[config.mk]
export PLATFORM = sky130hd
export DESIGN_NAME = slpg_top
export DESIGN_NICKNAME = d
export VERILOG_FILES = /design/src/hdl/slpg_pkg.sv /design/src/hdl/slpg_blink.sv /design/src/hdl/slpg_sync3.sv /design/src/hdl/slpg_top.sv
export SDC_FILE = /design/constraint.sdc
export NUM_CORES = 1
export LEC_CHECK = 0
export ABC_AREA = 1
export BUFFER_PORTS_ARGS = -buffer_cell sky130_fd_sc_hd__buf_2
export CORE_ASPECT_RATIO = 1.1
export CORE_MARGIN = 2
export CORE_UTILIZATION = 45
export CTS_BUF_LIST = sky130_fd_sc_hd__clkbuf_16
export DETAILED_ROUTE_END_ITERATION = 10
export GPL_TIMING_DRIVEN = 0
export PLACE_DENSITY = 0.65
export SLEW_MARGIN = 20
export SYNTH_ARGS = -nofsm -noshare
export SYNTH_HDL_FRONTEND = slang
export SYNTH_SLANG_ARGS = --single-unit
[constraint.sdc]
create_clock -name ref_clk -period 5.46 [get_ports ref_clk]
set_clock_uncertainty 0.05 [all_clocks]
set_input_delay 1.092 -clock ref_clk [delete_from_list [all_inputs] [get_ports ref_clk]]
set_output_delay 1.092 -clock ref_clk [all_outputs]
set_load 0.01 [all_outputs]
[src/hdl/slpg_pkg.sv]
// Constants, register map and state types of the status LED pattern generator
package slpg_pkg;

	// System clock and pattern timing
	localparam longint CLK_HZ         = 64'h0000_0000_02FA_F080;
	localparam longint MS_PER_S       = 64'h0000_0000_0000_03E8;
	localparam longint QUARTER_MS     = 64'h0000_0000_0000_00FA;
	localparam longint FLICK_MS       = 64'h0000_0000_0000_0019;
	localparam longint STARTUP_MIN_MS = 64'h0000_0000_0000_0BB8;

	// Cycles per quarter second (2 Hz half period) and per flicker half period
	localparam int unsigned QUARTER_CYC = int'(QUARTER_MS * CLK_HZ / MS_PER_S);
	localparam int unsigned FLICK_CYC   = int'(FLICK_MS * CLK_HZ / MS_PER_S);
	localparam int          CNT_W       = 24;

	// Least start-up display, in quarter ticks, rounded up plus one for the partial first tick
	localparam int unsigned STARTUP_TICKS =
		int'((STARTUP_MIN_MS + QUARTER_MS - 64'h1) / QUARTER_MS) + 32'h1;
	localparam int          STUP_W        = 5;

	// Channel counts
	localparam int DI_N = 16;
	localparam int DO_N = 12;
	localparam int PWR_N = 3;

	// Register port
	localparam int            ADDR_W   = 4;
	localparam int            DATA_W   = 32;
	localparam logic [ADDR_W-1:0] REG_CTRL = 4'h0;
	localparam logic [ADDR_W-1:0] REG_LEDS = 4'h4;
	localparam logic [ADDR_W-1:0] REG_DI   = 4'h8;
	localparam logic [ADDR_W-1:0] REG_DO   = 4'hC;
	localparam int            CTRL_LOG_BIT  = 0;
	localparam int            CTRL_TEST_BIT = 1;
	localparam int            CTRL_W        = 2;
	localparam logic [CTRL_W-1:0] CTRL_RESET = 2'h0;

	// Display sequencing states
	typedef enum logic [3:0] {
		ST_POWER_ON = 4'h1,
		ST_STARTUP  = 4'h2,
		ST_OPER     = 4'h4,
		ST_SPARE    = 4'h8
	} slpg_state_t;

	// Diagnostic logging states
	typedef enum logic [2:0] {
		LOG_IDLE    = 3'h1,
		LOG_WRITE   = 3'h2,
		LOG_RESTART = 3'h4
	} slpg_log_t;

endpackage : slpg_pkg

[src/hdl/slpg_blink.sv]
// Shared phase-aligned blink and flicker divider
module slpg_blink
	import slpg_pkg::*;
#(
	parameter int unsigned QUARTER = QUARTER_CYC,
	parameter int unsigned FLICK   = FLICK_CYC
)
(
	// Clock and reset
	input  wire logic ref_clk,
	input  wire logic rst,
	// Patterns
	output logic      blink_1hz,
	output logic      blink_2hz,
	output logic      flicker,
	output logic      quarter_tick
);

	logic [CNT_W-1:0] q_cnt_reg;
	logic [CNT_W-1:0] f_cnt_reg;
	logic [1:0]       phase_reg;
	logic             flick_reg;
	logic             f_wrap;

	assign quarter_tick = (q_cnt_reg == CNT_W'(QUARTER - 32'h1));
	assign f_wrap       = (f_cnt_reg == CNT_W'(FLICK - 32'h1));
	assign blink_2hz    = ~phase_reg[0];
	assign blink_1hz    = ~phase_reg[1];
	assign flicker      = flick_reg;

	// Quarter-second base and phase
	always_ff @(posedge ref_clk)
	begin
		if (rst)
		begin
			q_cnt_reg <= '0;
			phase_reg <= 2'h0;
		end
		else if (quarter_tick)
		begin
			q_cnt_reg <= '0;
			phase_reg <= phase_reg + 2'h1;
		end
		else
			q_cnt_reg <= q_cnt_reg + CNT_W'(1);
	end

	// flicker realigned
	always_ff @(posedge ref_clk)
	begin
		if (rst || quarter_tick)
		begin
			f_cnt_reg <= '0;
			flick_reg <= 1'b1;
		end
		else if (f_wrap)
		begin
			f_cnt_reg <= '0;
			flick_reg <= ~flick_reg;
		end
		else
			f_cnt_reg <= f_cnt_reg + CNT_W'(1);
	end
endmodule : slpg_blink

[src/hdl/slpg_sync3.sv]
// Three-stage input synchroniser that accepts a change once stages two and three agree
module slpg_sync3
	import slpg_pkg::*;
#(
	parameter int W = 1
)
(
	// Clock and reset
	input  wire logic         ref_clk,
	input  wire logic         rst,
	// Asynchronous levels in, settled levels out
	input  wire logic [W-1:0] async_in,
	output logic      [W-1:0] sync_out
);

	logic [W-1:0] s1_reg;
	logic [W-1:0] s2_reg;
	logic [W-1:0] s3_reg;

	// Shift chain; first stage feeds only the second
	always_ff @(posedge ref_clk)
	begin
		if (rst)
		begin
			s1_reg <= '0;
			s2_reg <= '0;
			s3_reg <= '0;
		end
		else
		begin
			s1_reg <= async_in;
			s2_reg <= s1_reg;
			s3_reg <= s2_reg;
		end
	end

	// Take each bit once the later two stages agree
	always_ff @(posedge ref_clk)
	begin
		if (rst)
			sync_out <= '0;
		else
			sync_out <= (s2_reg & s3_reg) | (sync_out & (s2_reg | s3_reg));
	end

endmodule : slpg_sync3

[src/hdl/slpg_top.sv]
// Status bar and I/O LED pattern generator for the controller front panel
// Overview of operation
// After power-up, yellow blinks at 1 Hz.
// Start-up blinks both greens at 2 Hz for at least 3 s.
// Halted with nothing else shown lights yellow steadily.
// Error state lights red steadily.
// Running without error or diagnostics lights both greens.
// Running with diagnostics: green on, red blinks 1 Hz.
// Holding point reached: red on, green blinks 1 Hz.
// Diagnostics during start-up: red 1 Hz, green 2 Hz.
// System or internal error lights red and green steadily.
// With card logging enabled, an error starts a card write, then restart.
// Hardware configuration loading blinks yellow at 2 Hz.
// Identification blink test blinks greens at 1 Hz.
// Card access while running: one green on, other flickers.
// Card access running with diagnostics: red 1 Hz, green flickers.
// Card access while halted flickers yellow.
// Overall reset: yellow 1 Hz requested, 2 Hz running, steady done.
// Factory reset: yellow 2 Hz running, then red and yellow 1 Hz.
// New firmware found: red and yellow blink in opposite phase, 1 Hz.
// Firmware update blinks yellow 2 Hz, flickers during card access.
// Update done: red and yellow 1 Hz together; failed: red 1 Hz.
// Each input and output channel LED shows its channel level.
// Fault LED shows output overload; supply LEDs show supplies present.
// Shared aligned dividers make all blink and flicker patterns.
//
// Our own choices: the register addresses and strobed register access.
module slpg_top
	import slpg_pkg::*;
#(
	parameter int unsigned QUARTER = QUARTER_CYC,
	parameter int unsigned FLICK   = FLICK_CYC,
	parameter int          NDI     = DI_N,
	parameter int          NDO     = DO_N
)
(
	// Clock and reset
	input  wire logic                      ref_clk,
	input  wire logic                      rst,
	// Register port
	input  wire logic [slpg_pkg::ADDR_W-1:0] reg_addr,
	input  wire logic [slpg_pkg::DATA_W-1:0] reg_wdata,
	input  wire logic                      reg_wr,
	input  wire logic                      reg_rd,
	output logic      [slpg_pkg::DATA_W-1:0] reg_rdata,
	// Controller core state indications
	input  wire logic                      core_startup,
	input  wire logic                      core_run,
	input  wire logic                      core_stop,
	input  wire logic                      core_error,
	input  wire logic                      core_sys_error,
	input  wire logic                      core_diag_pending,
	input  wire logic                      core_hold_point,
	input  wire logic                      card_access,
	input  wire logic                      hw_cfg_loading,
	input  wire logic                      mres_req,
	input  wire logic                      mres_exec,
	input  wire logic                      mres_done,
	input  wire logic                      fact_exec,
	input  wire logic                      fact_done,
	input  wire logic                      fw_new,
	input  wire logic                      fw_busy,
	input  wire logic                      fw_done_ok,
	input  wire logic                      fw_fail,
	// Diagnostic logging handshake
	input  wire logic                      card_write_done,
	output logic                           card_write_req,
	output logic                           core_restart,
	// Channel levels and supervision pins
	input  wire logic [NDI-1:0]            di_pin,
	input  wire logic [NDO-1:0]            do_level,
	input  wire logic                      output_section_return_fault_pin,
	input  wire logic                      electronics_supply_feed_pin,
	input  wire logic                      input_section_supply_feed_pin,
	input  wire logic                      output_section_supply_feed_pin,
	// Status bar LEDs
	output logic                           led_red,
	output logic                           led_yellow,
	output logic                           led_green_a,
	output logic                           led_green_b,
	// I/O and supply LEDs
	output logic      [NDI-1:0]            di_led,
	output logic      [NDO-1:0]            do_led,
	output logic                           output_section_return_led,
	output logic                           electronics_supply_feed_led,
	output logic                           input_section_supply_feed_led,
	output logic                           output_section_supply_feed_led
);

	slpg_state_t          st_reg;
	slpg_state_t          st_next;
	slpg_log_t            log_reg;
	slpg_log_t            log_next;
	logic [STUP_W-1:0]    stup_reg;
	logic [CTRL_W-1:0]    ctrl_reg;
	logic [DATA_W-1:0]    rdata_next;
	logic                 err_prev_reg;
	logic                 b1;
	logic                 b2;
	logic                 fl;
	logic                 qtick;
	logic                 stup_done;
	logic                 red_next;
	logic                 yel_next;
	logic                 ga_next;
	logic                 gb_next;
	logic [NDI+PWR_N:0]   pins_sync;
	logic                 any_err;

	// Shared pattern dividers
	slpg_blink #(
		.QUARTER (QUARTER),
		.FLICK   (FLICK)
	) u_blink (
		.ref_clk      (ref_clk),
		.rst          (rst),
		.blink_1hz    (b1),
		.blink_2hz    (b2),
		.flicker      (fl),
		.quarter_tick (qtick)
	);

	// Pin synchronisers for inputs, fault and supplies
	slpg_sync3 #(
		.W (NDI + PWR_N + 1)
	) u_sync (
		.ref_clk  (ref_clk),
		.rst      (rst),
		.async_in ({output_section_return_fault_pin, output_section_supply_feed_pin,
			input_section_supply_feed_pin, electronics_supply_feed_pin, di_pin}),
		.sync_out (pins_sync)
	);

	assign stup_done = (stup_reg >= STUP_W'(STARTUP_TICKS));
	assign any_err   = core_error | core_sys_error;

	// Display sequencing
	always_comb
	begin
		st_next = st_reg;
		case (st_reg)
			ST_POWER_ON:
				if (core_startup)
					st_next = ST_STARTUP;
			ST_STARTUP:
				// minimum start-up time
				if (!core_startup && stup_done)
					st_next = ST_OPER;
			ST_OPER:
				if (core_startup)
					st_next = ST_STARTUP;
			default:
				st_next = ST_POWER_ON;
		endcase
	end

	// State register
	always_ff @(posedge ref_clk)
	begin
		if (rst)
			st_reg <= ST_POWER_ON;
		else
			st_reg <= st_next;
	end

	// start-up time counter
	always_ff @(posedge ref_clk)
	begin
		if (rst || st_reg != ST_STARTUP)
			stup_reg <= '0;
		else if (qtick && !stup_done)
			stup_reg <= stup_reg + STUP_W'(1);
	end

	// Status bar pattern selection, highest priority first
	always_comb
	begin
		red_next = 1'b0;
		yel_next = 1'b0;
		ga_next  = 1'b0;
		gb_next  = 1'b0;
		if (st_reg == ST_POWER_ON)
			// power-on blink
			yel_next = b1;
		else if (st_reg == ST_STARTUP)
		begin
			// start-up blink
			ga_next  = b2;
			gb_next  = b2;
			red_next = core_diag_pending & b1;
		end
		else if (fw_fail)
			// update failed
			red_next = b1;
		else if (fw_done_ok || fact_done)
		begin
			// await power cycle
			red_next = b1;
			yel_next = b1;
		end
		else if (fw_busy)
			// update progress
			yel_next = card_access ? fl : b2;
		else if (fw_new)
		begin
			// opposite phase
			red_next = b1;
			yel_next = ~b1;
		end
		else if (fact_exec || mres_exec || hw_cfg_loading)
			// yellow 2 Hz
			yel_next = b2;
		else if (mres_req)
			// reset requested
			yel_next = b1;
		else if (mres_done)
			// reset finished
			yel_next = 1'b1;
		else if (ctrl_reg[CTRL_TEST_BIT])
		begin
			// blink test
			ga_next = b1;
			gb_next = b1;
		end
		else if (core_sys_error)
		begin
			// system error
			red_next = 1'b1;
			ga_next  = 1'b1;
			gb_next  = 1'b1;
		end
		else if (core_error)
			// error state
			red_next = 1'b1;
		else if (core_hold_point)
		begin
			// holding point
			red_next = 1'b1;
			ga_next  = b1;
			gb_next  = b1;
		end
		else if (core_run && core_diag_pending)
		begin
			// diagnostics while running
			red_next = b1;
			ga_next  = card_access ? fl : 1'b1;
			gb_next  = card_access ? fl : 1'b1;
		end
		else if (core_run)
		begin
			// running
			ga_next = 1'b1;
			gb_next = card_access ? fl : 1'b1;
		end
		else if (core_stop)
			// halted
			yel_next = card_access ? fl : 1'b1;
	end

	// Status bar LED registers
	always_ff @(posedge ref_clk)
	begin
		if (rst)
		begin
			led_red     <= 1'b0;
			led_yellow  <= 1'b0;
			led_green_a <= 1'b0;
			led_green_b <= 1'b0;
		end
		else
		begin
			led_red     <= red_next;
			led_yellow  <= yel_next;
			led_green_a <= ga_next;
			led_green_b <= gb_next;
		end
	end

	// channel and supply LEDs
	always_ff @(posedge ref_clk)
	begin
		if (rst)
		begin
			di_led                         <= '0;
			do_led                         <= '0;
			electronics_supply_feed_led    <= 1'b0;
			input_section_supply_feed_led  <= 1'b0;
			output_section_supply_feed_led <= 1'b0;
			output_section_return_led      <= 1'b0;
		end
		else
		begin
			di_led                         <= pins_sync[NDI-1:0];
			do_led                         <= do_level;
			electronics_supply_feed_led    <= pins_sync[NDI];
			input_section_supply_feed_led  <= pins_sync[NDI+1];
			output_section_supply_feed_led <= pins_sync[NDI+2];
			output_section_return_led      <= pins_sync[NDI+3];
		end
	end

	// diagnostic logging sequence
	always_comb
	begin
		log_next = log_reg;
		case (log_reg)
			LOG_IDLE:
				if (ctrl_reg[CTRL_LOG_BIT] && any_err && !err_prev_reg)
					log_next = LOG_WRITE;
			LOG_WRITE:
				if (card_write_done)
					log_next = LOG_RESTART;
			LOG_RESTART:
				log_next = LOG_IDLE;
			default:
				log_next = LOG_IDLE;
		endcase
	end

	// Logging state and error edge
	always_ff @(posedge ref_clk)
	begin
		if (rst)
		begin
			log_reg      <= LOG_IDLE;
			err_prev_reg <= 1'b0;
		end
		else
		begin
			log_reg      <= log_next;
			err_prev_reg <= any_err;
		end
	end

	assign card_write_req = (log_reg == LOG_WRITE);
	assign core_restart   = (log_reg == LOG_RESTART);

	// Control register write
	always_ff @(posedge ref_clk)
	begin
		if (rst)
			ctrl_reg <= CTRL_RESET;
		else if (reg_wr && reg_addr == REG_CTRL)
			ctrl_reg <= reg_wdata[CTRL_W-1:0];
	end

	// Read decode
	always_comb
	begin
		rdata_next = '0;
		if (!reg_rd)
			rdata_next = '0;
		else if (reg_addr == REG_CTRL)
			rdata_next = DATA_W'(ctrl_reg);
		else if (reg_addr == REG_LEDS)
			rdata_next = DATA_W'({log_reg, st_reg, led_green_b, led_green_a, led_yellow, led_red});
		else if (reg_addr == REG_DI)
			rdata_next = DATA_W'(di_led);
		else if (reg_addr == REG_DO)
			rdata_next = DATA_W'({output_section_return_led, output_section_supply_feed_led,
				input_section_supply_feed_led, electronics_supply_feed_led, do_led});
	end

	// Read data stand one cycle
	always_ff @(posedge ref_clk)
	begin
		if (rst)
			reg_rdata <= '0;
		else
			reg_rdata <= rdata_next;
	end

	logic base_run;
	assign base_run = (st_reg == ST_OPER) && !(fw_fail | fw_done_ok | fact_done | fw_busy | fw_new
		| fact_exec | mres_exec | hw_cfg_loading | mres_req | mres_done | ctrl_reg[CTRL_TEST_BIT]);
endmodule : slpg_top

* Yosys cells after proc, flatten, opt, wreduce, memory -nomap -nowiden
Index checks and enable logic that the tools add are counted.
Operators by class: add/subtract/negate cells 4, magnitude comparators 1, equality and inequality tests 16, mux-type cells 69, bitwise logic cells 10, reduce and logical (&&, ||, !) cells 25
Operators by type and width (count):
- $mux W1 | 59
- $add A24 B1 Y24 const B | 2
- $and A20 B20 Y20 | 2
- $or A20 B20 Y20 | 2
- $mux W16 | 2
- $eq A24 B21 Y1 const B | 1
- $eq A24 B24 Y1 const B | 1
- $mux W11 | 1
- $reduce_or A2 Y1 | 5
- $eq A4 B3 Y1 const B | 2
- $eq A4 B4 Y1 const B | 2
- $mux W4 | 2
- $pmux W4 S2 | 1
- $logic_and A1 B1 Y1 | 6
- $mux W3 | 2
- $ne A2 B2 Y1 const B | 3
- $pmux W3 S2 | 1
- $add A5 B1 Y5 const B | 1
- $ge A5 B4 Y1 const B | 1
- $logic_or A1 B1 Y1 | 5
- $reduce_or A5 Y1 | 1
- $eq A4 B1 Y1 const B | 1
- $eq A4 B2 Y1 const B | 1
- $logic_not A4 Y1 | 1
- other kinds (14) | 20
Word-level totals: register bits after elaboration 214, input port bits 91, output and inout bits 70, word-level logic and storage cells 152

* Longest topological paths before layout
Gate-level depths: netlist of run 1.
word-level depth 17, depth in mapped cells 12, mapped depth without buffers 11

* Modules after synthesis
A second synthesis of run 1 with hierarchy kept.
Unflattened totals: cell total of the unflattened synthesis 1080, area total of the unflattened synthesis 8175.3 um^2
By module, submodules not included:
- slpg_blink | times used 1, cells each 445, area each 2887.8 um^2, sequential area each 1021.0 um^2
- slpg_top | times used 1, cells each 365, area each 2745.1 um^2, sequential area each 1321.3 um^2
- slpg_sync3 | times used 1, cells each 270, area each 2542.4 um^2, sequential area each 1601.5 um^2

* Worst setup path after synthesis of run 1
Ideal clock, no wire load.
path type in2reg, start point input port rst, end point register reg_rdata[11] (netlist name), data arrival time 2164 ps, required time 5339 ps, path slack 3175 ps, stages 7, path buffers 2, cells stage by stage clkbuf_1 inv_2 buf_2 nand2_1 nor2_1 nand2_1 a21oi_1
Between the ends: longest elaborated chain between the ends 1
RTL lines:
- start: declaration | RTL line slpg_top.sv:39 | input wire logic rst,
- $reduce_or A4 Y1 (no line)
- end signal: assignment | RTL line slpg_top.sv:370 | reg_rdata <= rdata_next;
- end: declaration | RTL line slpg_top.sv:45 | output logic [slpg_pkg::DATA_W-1:0] reg_rdata,
No other way between the ends. A chain may end at the register's enable or synchronous reset.

* Worst setup path in the final report of run 1
start point input port reg_addr[2] (netlist name), end point register reg_rdata[14] (netlist name)
Between the ends: longest elaborated chain between the ends 3, elaborated cells on any way between the ends 7, those cells by class eq/ne: 3; mux: 2; reduce/logical: 2
RTL lines:
- start: declaration | RTL line slpg_top.sv:41 | input wire logic [slpg_pkg::ADDR_W-1:0] reg_addr,
- $eq A4 B4 Y1 | RTL line slpg_top.sv:359 | else if (reg_addr == REG_DO)
- $mux W16 | RTL line slpg_top.sv:359
- $mux W16 | RTL line slpg_top.sv:357 | else if (reg_addr == REG_DI)
Several ways; a longest one is shown, not always the timed one.

==> metrics, run 1 <==
cts bufs inserted 17; Setup crit start kind primary input; maximum operating frequency 375 MHz; clock sinks 197; path class of the lowest-slack min-delay path register to register; Clk pin slew, worst setup/hold paths 0.08 ns; setup TNS 0 ns; total via count after detailed routing 6581; Clock Latency Late Sink 0.43 ns; worst slack at placement 2.45 ns; Final Hold Fails 0; power density of the placed cells 318 mW/mm^2; area share of the largest cell type after synthesis 0.503; port bufs 111; sum of net half-perimeters after detailed placement 13400 um; Layout Utilization 0.550; share of the clock period used by the worst path 0.488; Pwr Total 2.97 mW; 1st-iter DRT viols 336; final number of setup-violating endpoints 0; remaining number of nets flagged by the antenna check after routing 0; IR Drop Worst-Case VDD 0.000211 V; share of flip-flops with an asynchronous set or reset 0; critical path data required time 5.71 ns; Top FF cell, synth dfxtp_1; data arrival time of the critical path 2.92 ns; starting density of the core 0.460; cells along the critical path clkbuf_1 -> nor4_1 -> nor2_1 -> nand2_1 -> a21oi_1; leakage power total 4.17 nW; Die Span Y 142 um; antenna cell count 0; area growth from synthesis to layout 19.4%; Post-Synthesis Cells 1052; postcts setup bufs 0; count leader, synth nor2_1; most area-consuming cells after synthesis dfxtp_1 (50%), nor2_1 (11%), inv_1 (9.4%); root buffer selected by CTS clkbuf_16; Slew Limit Fails 0; number of rows in the core area 50; netlist area before placement 0.00783 mm^2; worst-case hold slack 0.349 ns; Max Fanout on Critical Path 10; sum of overflow across all layers after global routing 0; sequential fraction of the synthesis area 0.503; number of remaining DRC errors 0; number of warnings printed during yosys synthesis 0; Avg WL per Cell 12.2 um; fraction of final layout cells with drive strength greater than 1 0.150; number of hold-repair buffers added at the cts stage 0; MaxCap Viol Count 0; post-synthesis cell type count 30; cell type with the largest total area after synthesis dfxtp_1; maximum number of pins on one net before global-route repair 21; post_cts resized 0; unrepaired setup endpoints after global routing false; result of the run complete, no violations; area of the die 0.0185 mm^2; antenna violations before repair 0; endpoint class of the critical path register; Final Worst Setup Slack 2.80 ns; Final min period 2.66 ns; count of state elements after synthesis 197; first-pass GRT wire length 28500 um; Critical Path Max Stage Delay 0.84 ns; routed via count divided by cell count 4.56; Core Region 0.0170 mm^2; weighted congestion at the end of routability-driven global placement 0.924; slew at the pin with the worst max-slew slack 1.05 ns; total routing resource utilization after global routing 0.196; drt total wl 17600 um; number of buffers between clock root and the deepest sink 2; critical-path cell with the highest stage delay nor4_1; Slew Limit Headroom 0.294; via count of the first global-routing pass 6035; most instantiated cells after synthesis nor2_1 (223), dfxtp_1 (197), inv_1 (196); Horiz. Die Dim 130 um; TritonRoute pass-1 iters 5; number of flops mapped to enable cells by yosys 0; post-layout net count 1292; kind of critical path primary input to register; boundary pin count 161; average instance area after synthesis 7.45 um^2; CTS tree done; level count of the clock H-tree 4
[cell families after synthesis]
kind of cell | after synthesis | synth area share
and+or+nand+nor | 486 | 0.270
buffers and inverters | 240 | 0.124
DFF | 197 | 0.503
AOI/OAI and AO/OA | 94 | 0.0617
xor gates and xnor gates | 30 | 0.0335
adders and majority gates | 4 | 0.00639
other | 1 | 0.000479
[through the flow]
| step | instance area (um^2) | std cells |
|---|---|---|
| after CTS | 9360 | 1444 |
| final | 9360 | 1444 |
| after detailed placement | 8740 | 1412 |
| after global routing | 9360 | 1444 |
| after global placement | 8740 | 1412 |
| after floorplan | 7890 | 1067 |
[layout by cell type (no fill, tap or decap), types with 2 or more instances in the layout]
| master | count |
|---|---|
| nor2_1 | 223 |
| dfxtp_1 | 197 |
| inv_1 | 196 |
| nand2_1 | 127 |
| buf_2 | 115 |
| a21oi_1 | 61 |
| nand3_1 | 51 |
| nand4_1 | 31 |
| nor3_1 | 28 |
| o21ai_0 | 27 |
| xor2_1 | 18 |
| clkbuf_16 | 17 |
| buf_4 | 16 |
| conb_1 | 16 |
| clkbuf_1 | 15 |
| xnor2_1 | 12 |
| nor4_1 | 8 |
| or2_2 | 7 |
| clkinv_8 | 6 |
| inv_2 | 5 |
| o211ai_1 | 5 |
| ha_1 | 4 |
| nand2_4 | 3 |
| buf_1 | 3 |
| inv_6 | 3 |
| nand3b_1 | 2 |
| nor3b_1 | 2 |
| clkinv_4 | 2 |
[worst max-delay path, delay by kind of cell]
family | cells | cell delay [ns]
and+or+nand+nor | 3 | 1.54
buffers and inverters | 1 | 0.20
AOI/OAI and AO/OA | 1 | 0.08
[final timing paths]
kind              slack [ns]                 start  cells after the start               endpoint
setup reg to reg        3.34  u_blink.q_cnt_reg[0]                     12  u_blink.f_cnt_reg[10]
hold / removal          0.35      u_sync.s1_reg[5]                      2       u_sync.s2_reg[5]
setup / recovery        2.80           reg_addr[2]                      5          reg_rdata[14]
hold reg to reg         0.35      u_sync.s1_reg[5]                      2       u_sync.s2_reg[5]
[area by class of cell]
class,count,area (um^2)
well taps,234,293
clock inverters,15,191
multi-input cells,630,2970
plain buffers,39,219
fillers,1698,7660
flip-flops and latches,197,3940
repair buffers,111,556
inverters,201,754
clock buffers,17,425
[metal layers]
layer | global-route usage | vias up | wire length (um)
li1 | - | 3510 | -
met1 | 0.258 | 2895 | 8360
met2 | 0.312 | 145 | 8050
met3 | 0.0410 | 31 | 774
met4 | 0.0832 | 0 | 409
met5 | 0 | - | 0
[power by group]
part	switching, mW	total (mW)	internal, mW
sequential	0.0246	1.51	1.48
combinational	0.131	0.207	0.0764
clock	0.602	1.26	0.659
total	0.757	2.97	2.22
Power figures use the tool's default switching activity.
==> run 2: changes to the inputs <==
Settings changed: PLACE_DENSITY 0.65 to 0.67.
Clock period 5.46 ns to 2.3 ns, I/O delays scaled along.
==> run 2 against run 1 <==
Net effect: largest cell class unchanged; register-to-register slack got worse by 3.1 ns; routed wire length increased by 0.47%; sequential cell count unchanged; clock-buffer cell count is the same; critical path depth up 7; highest routed layer unchanged; largest power group unchanged; critical path type is now register to register; design area is 0.49% higher.
==> metrics, run 2 (same netlist as run 1, synthesis figures left out) <==
maximum operating frequency 475 MHz; Horiz. Die Dim 130 um; power density of the placed cells 772 mW/mm^2; cts bufs inserted 17; number of remaining DRC errors 0; port bufs 111; CTS tree done; boundary pin count 161; wire length on met2 8220 um; path class of the lowest-slack min-delay path primary input to register; result of the run complete, no violations; Setup crit start kind register; area growth from synthesis to layout 20.0%; unrepaired setup endpoints after global routing false; critical path data required time 2.58 ns; Avg WL per Cell 12.2 um; worst slack at placement -0.0846 ns; sum of net half-perimeters after detailed placement 13400 um; Final min period 2.10 ns; Slew Limit Fails 0; remaining number of nets flagged by the antenna check after routing 0; Final Worst Setup Slack 0.196 ns; top routing layer in use met4; Clk pin slew, worst setup/hold paths 0.08 ns; starting density of the core 0.460; via count of the first global-routing pass 6121; antenna cell count 0; fill cell count 1662; slew at the pin with the worst max-slew slack 0.955 ns; worst-case hold slack 0.159 ns; TritonRoute pass-1 iters 5; number of rows in the core area 50; Slew Limit Headroom 0.358; data arrival time of the critical path 2.38 ns; Core Region 0.0170 mm^2; kind of critical path register to register; most common cell after layout, fill and taps aside nor2_1; maximum number of pins on one net before global-route repair 22; routed via count divided by cell count 4.59; post-layout net count 1292; final number of setup-violating endpoints 0; MaxCap Viol Count 0; share of the clock period used by the worst path 0.915; Die Span Y 142 um; Clock Latency Late Sink 0.44 ns; leakage power total 4.18 nW; routed metal-1 wirelength 8350 um; first-pass GRT wire length 28700 um; antenna violations before repair 0; 1st-iter DRT viols 370; weighted congestion at the end of routability-driven global placement 0.898; Final Hold Fails 0; total routing resource utilization after global routing 0.198; total via count after detailed routing 6630; Detail Route met3 WL 695 um; number of buffers between clock root and the deepest sink 2; IR Drop Worst-Case VDD 0.000558 V; Layout Utilization 0.553; endpoint class of the critical path register; Max Fanout on Critical Path 10; drt total wl 17700 um; area of the die 0.0185 mm^2; root buffer selected by CTS clkbuf_16; clock sinks 197; fraction of final layout cells with drive strength greater than 1 0.153; sum of overflow across all layers after global routing 0; level count of the clock H-tree 4; commonest cells after routing, fill and taps aside nor2_1 (223), inv_1 (196), dfxtp_1 (196)
run 2: cell types whose count changed in the layout (fill, tap and decap cells not counted), sizes merged:
cell / previous run / this run
bufinv: 1 / 2
clkinv: 10 / 7
inv: 205 / 207
run 2: final timing paths:
check	slack [ns]	depth (start not counted)	to	startpoint
worst min-delay path	0.16	3	u_sync.s1_reg[12]	di_pin[12]
worst min register to register	0.35	2	u_sync.s2_reg[7]	u_sync.s1_reg[7]
worst max register to register	0.20	12	u_blink.f_cnt_reg[13]	u_blink.q_cnt_reg[0]
worst max-delay path	0.20	12	u_blink.f_cnt_reg[13]	u_blink.q_cnt_reg[0]
run 2: timing repair:
item / 4_1_cts / 5_1_grt
gates resized for setup: 0 / 2
setup buffers: 0 / 0
endpoints found under the setup margin: 0 / 10
endpoints found under the hold margin: 0 / 0
hold buffers: 0 / 0
run 2: layer usage:
metal | track usage | vias up
met5 | 0 | -
met4 | 0.0747 | 0
met3 | 0.0406 | 33
met2 | 0.325 | 152
met1 | 0.256 | 2929
li1 | - | 3516
run 2: through the flow:
step / instances / power, mW / TNS, ns / area (um^2)
finish: 1444 / 7.26 / 0 / 9400
global route: 1444 / 7.55 / 0 / 9400
CTS: 1444 / 7.32 / 0 / 9400
detailed placement: 1412 / 4.15 / -0.736 / 8740
global placement: 1412 / 4.14 / -0.197 / 8740
floorplan: 1067 / 3.97 / 0 / 7890
run 2: critical path, cell delays in order, from the launching register on:
cell and delay, ns:
dfxtp_2 0.37, ha_2 0.23, nand2_1 0.09, inv_2 0.07, nand2_2 0.08, or2_4 0.29, nor2_8 0.17, nand2_4 0.08
nand2_4 0.15, inv_2 0.07, nand2_4 0.12, buf_6 0.15, nor2_1 0.04
run 2: final cells by class:
class,count,area (um^2),share of cell area
clock inverters,15,234,0.0249
well taps,234,293,0.0311
repair buffers,111,556,0.0591
flip-flops and latches,197,3950,0.420
clock buffers,17,425,0.0452
inverters,201,754,0.0803
plain buffers,39,219,0.0233
multi-input cells,630,2980,0.316
run 2: report_power, final:
part / switching, mW / total (mW) / internal (mW)
sequential: 0.0596 / 3.58 / 3.52
combinational: 0.310 / 0.491 / 0.182
clock: 1.49 / 3.19 / 1.70
total: 1.86 / 7.26 / 5.40
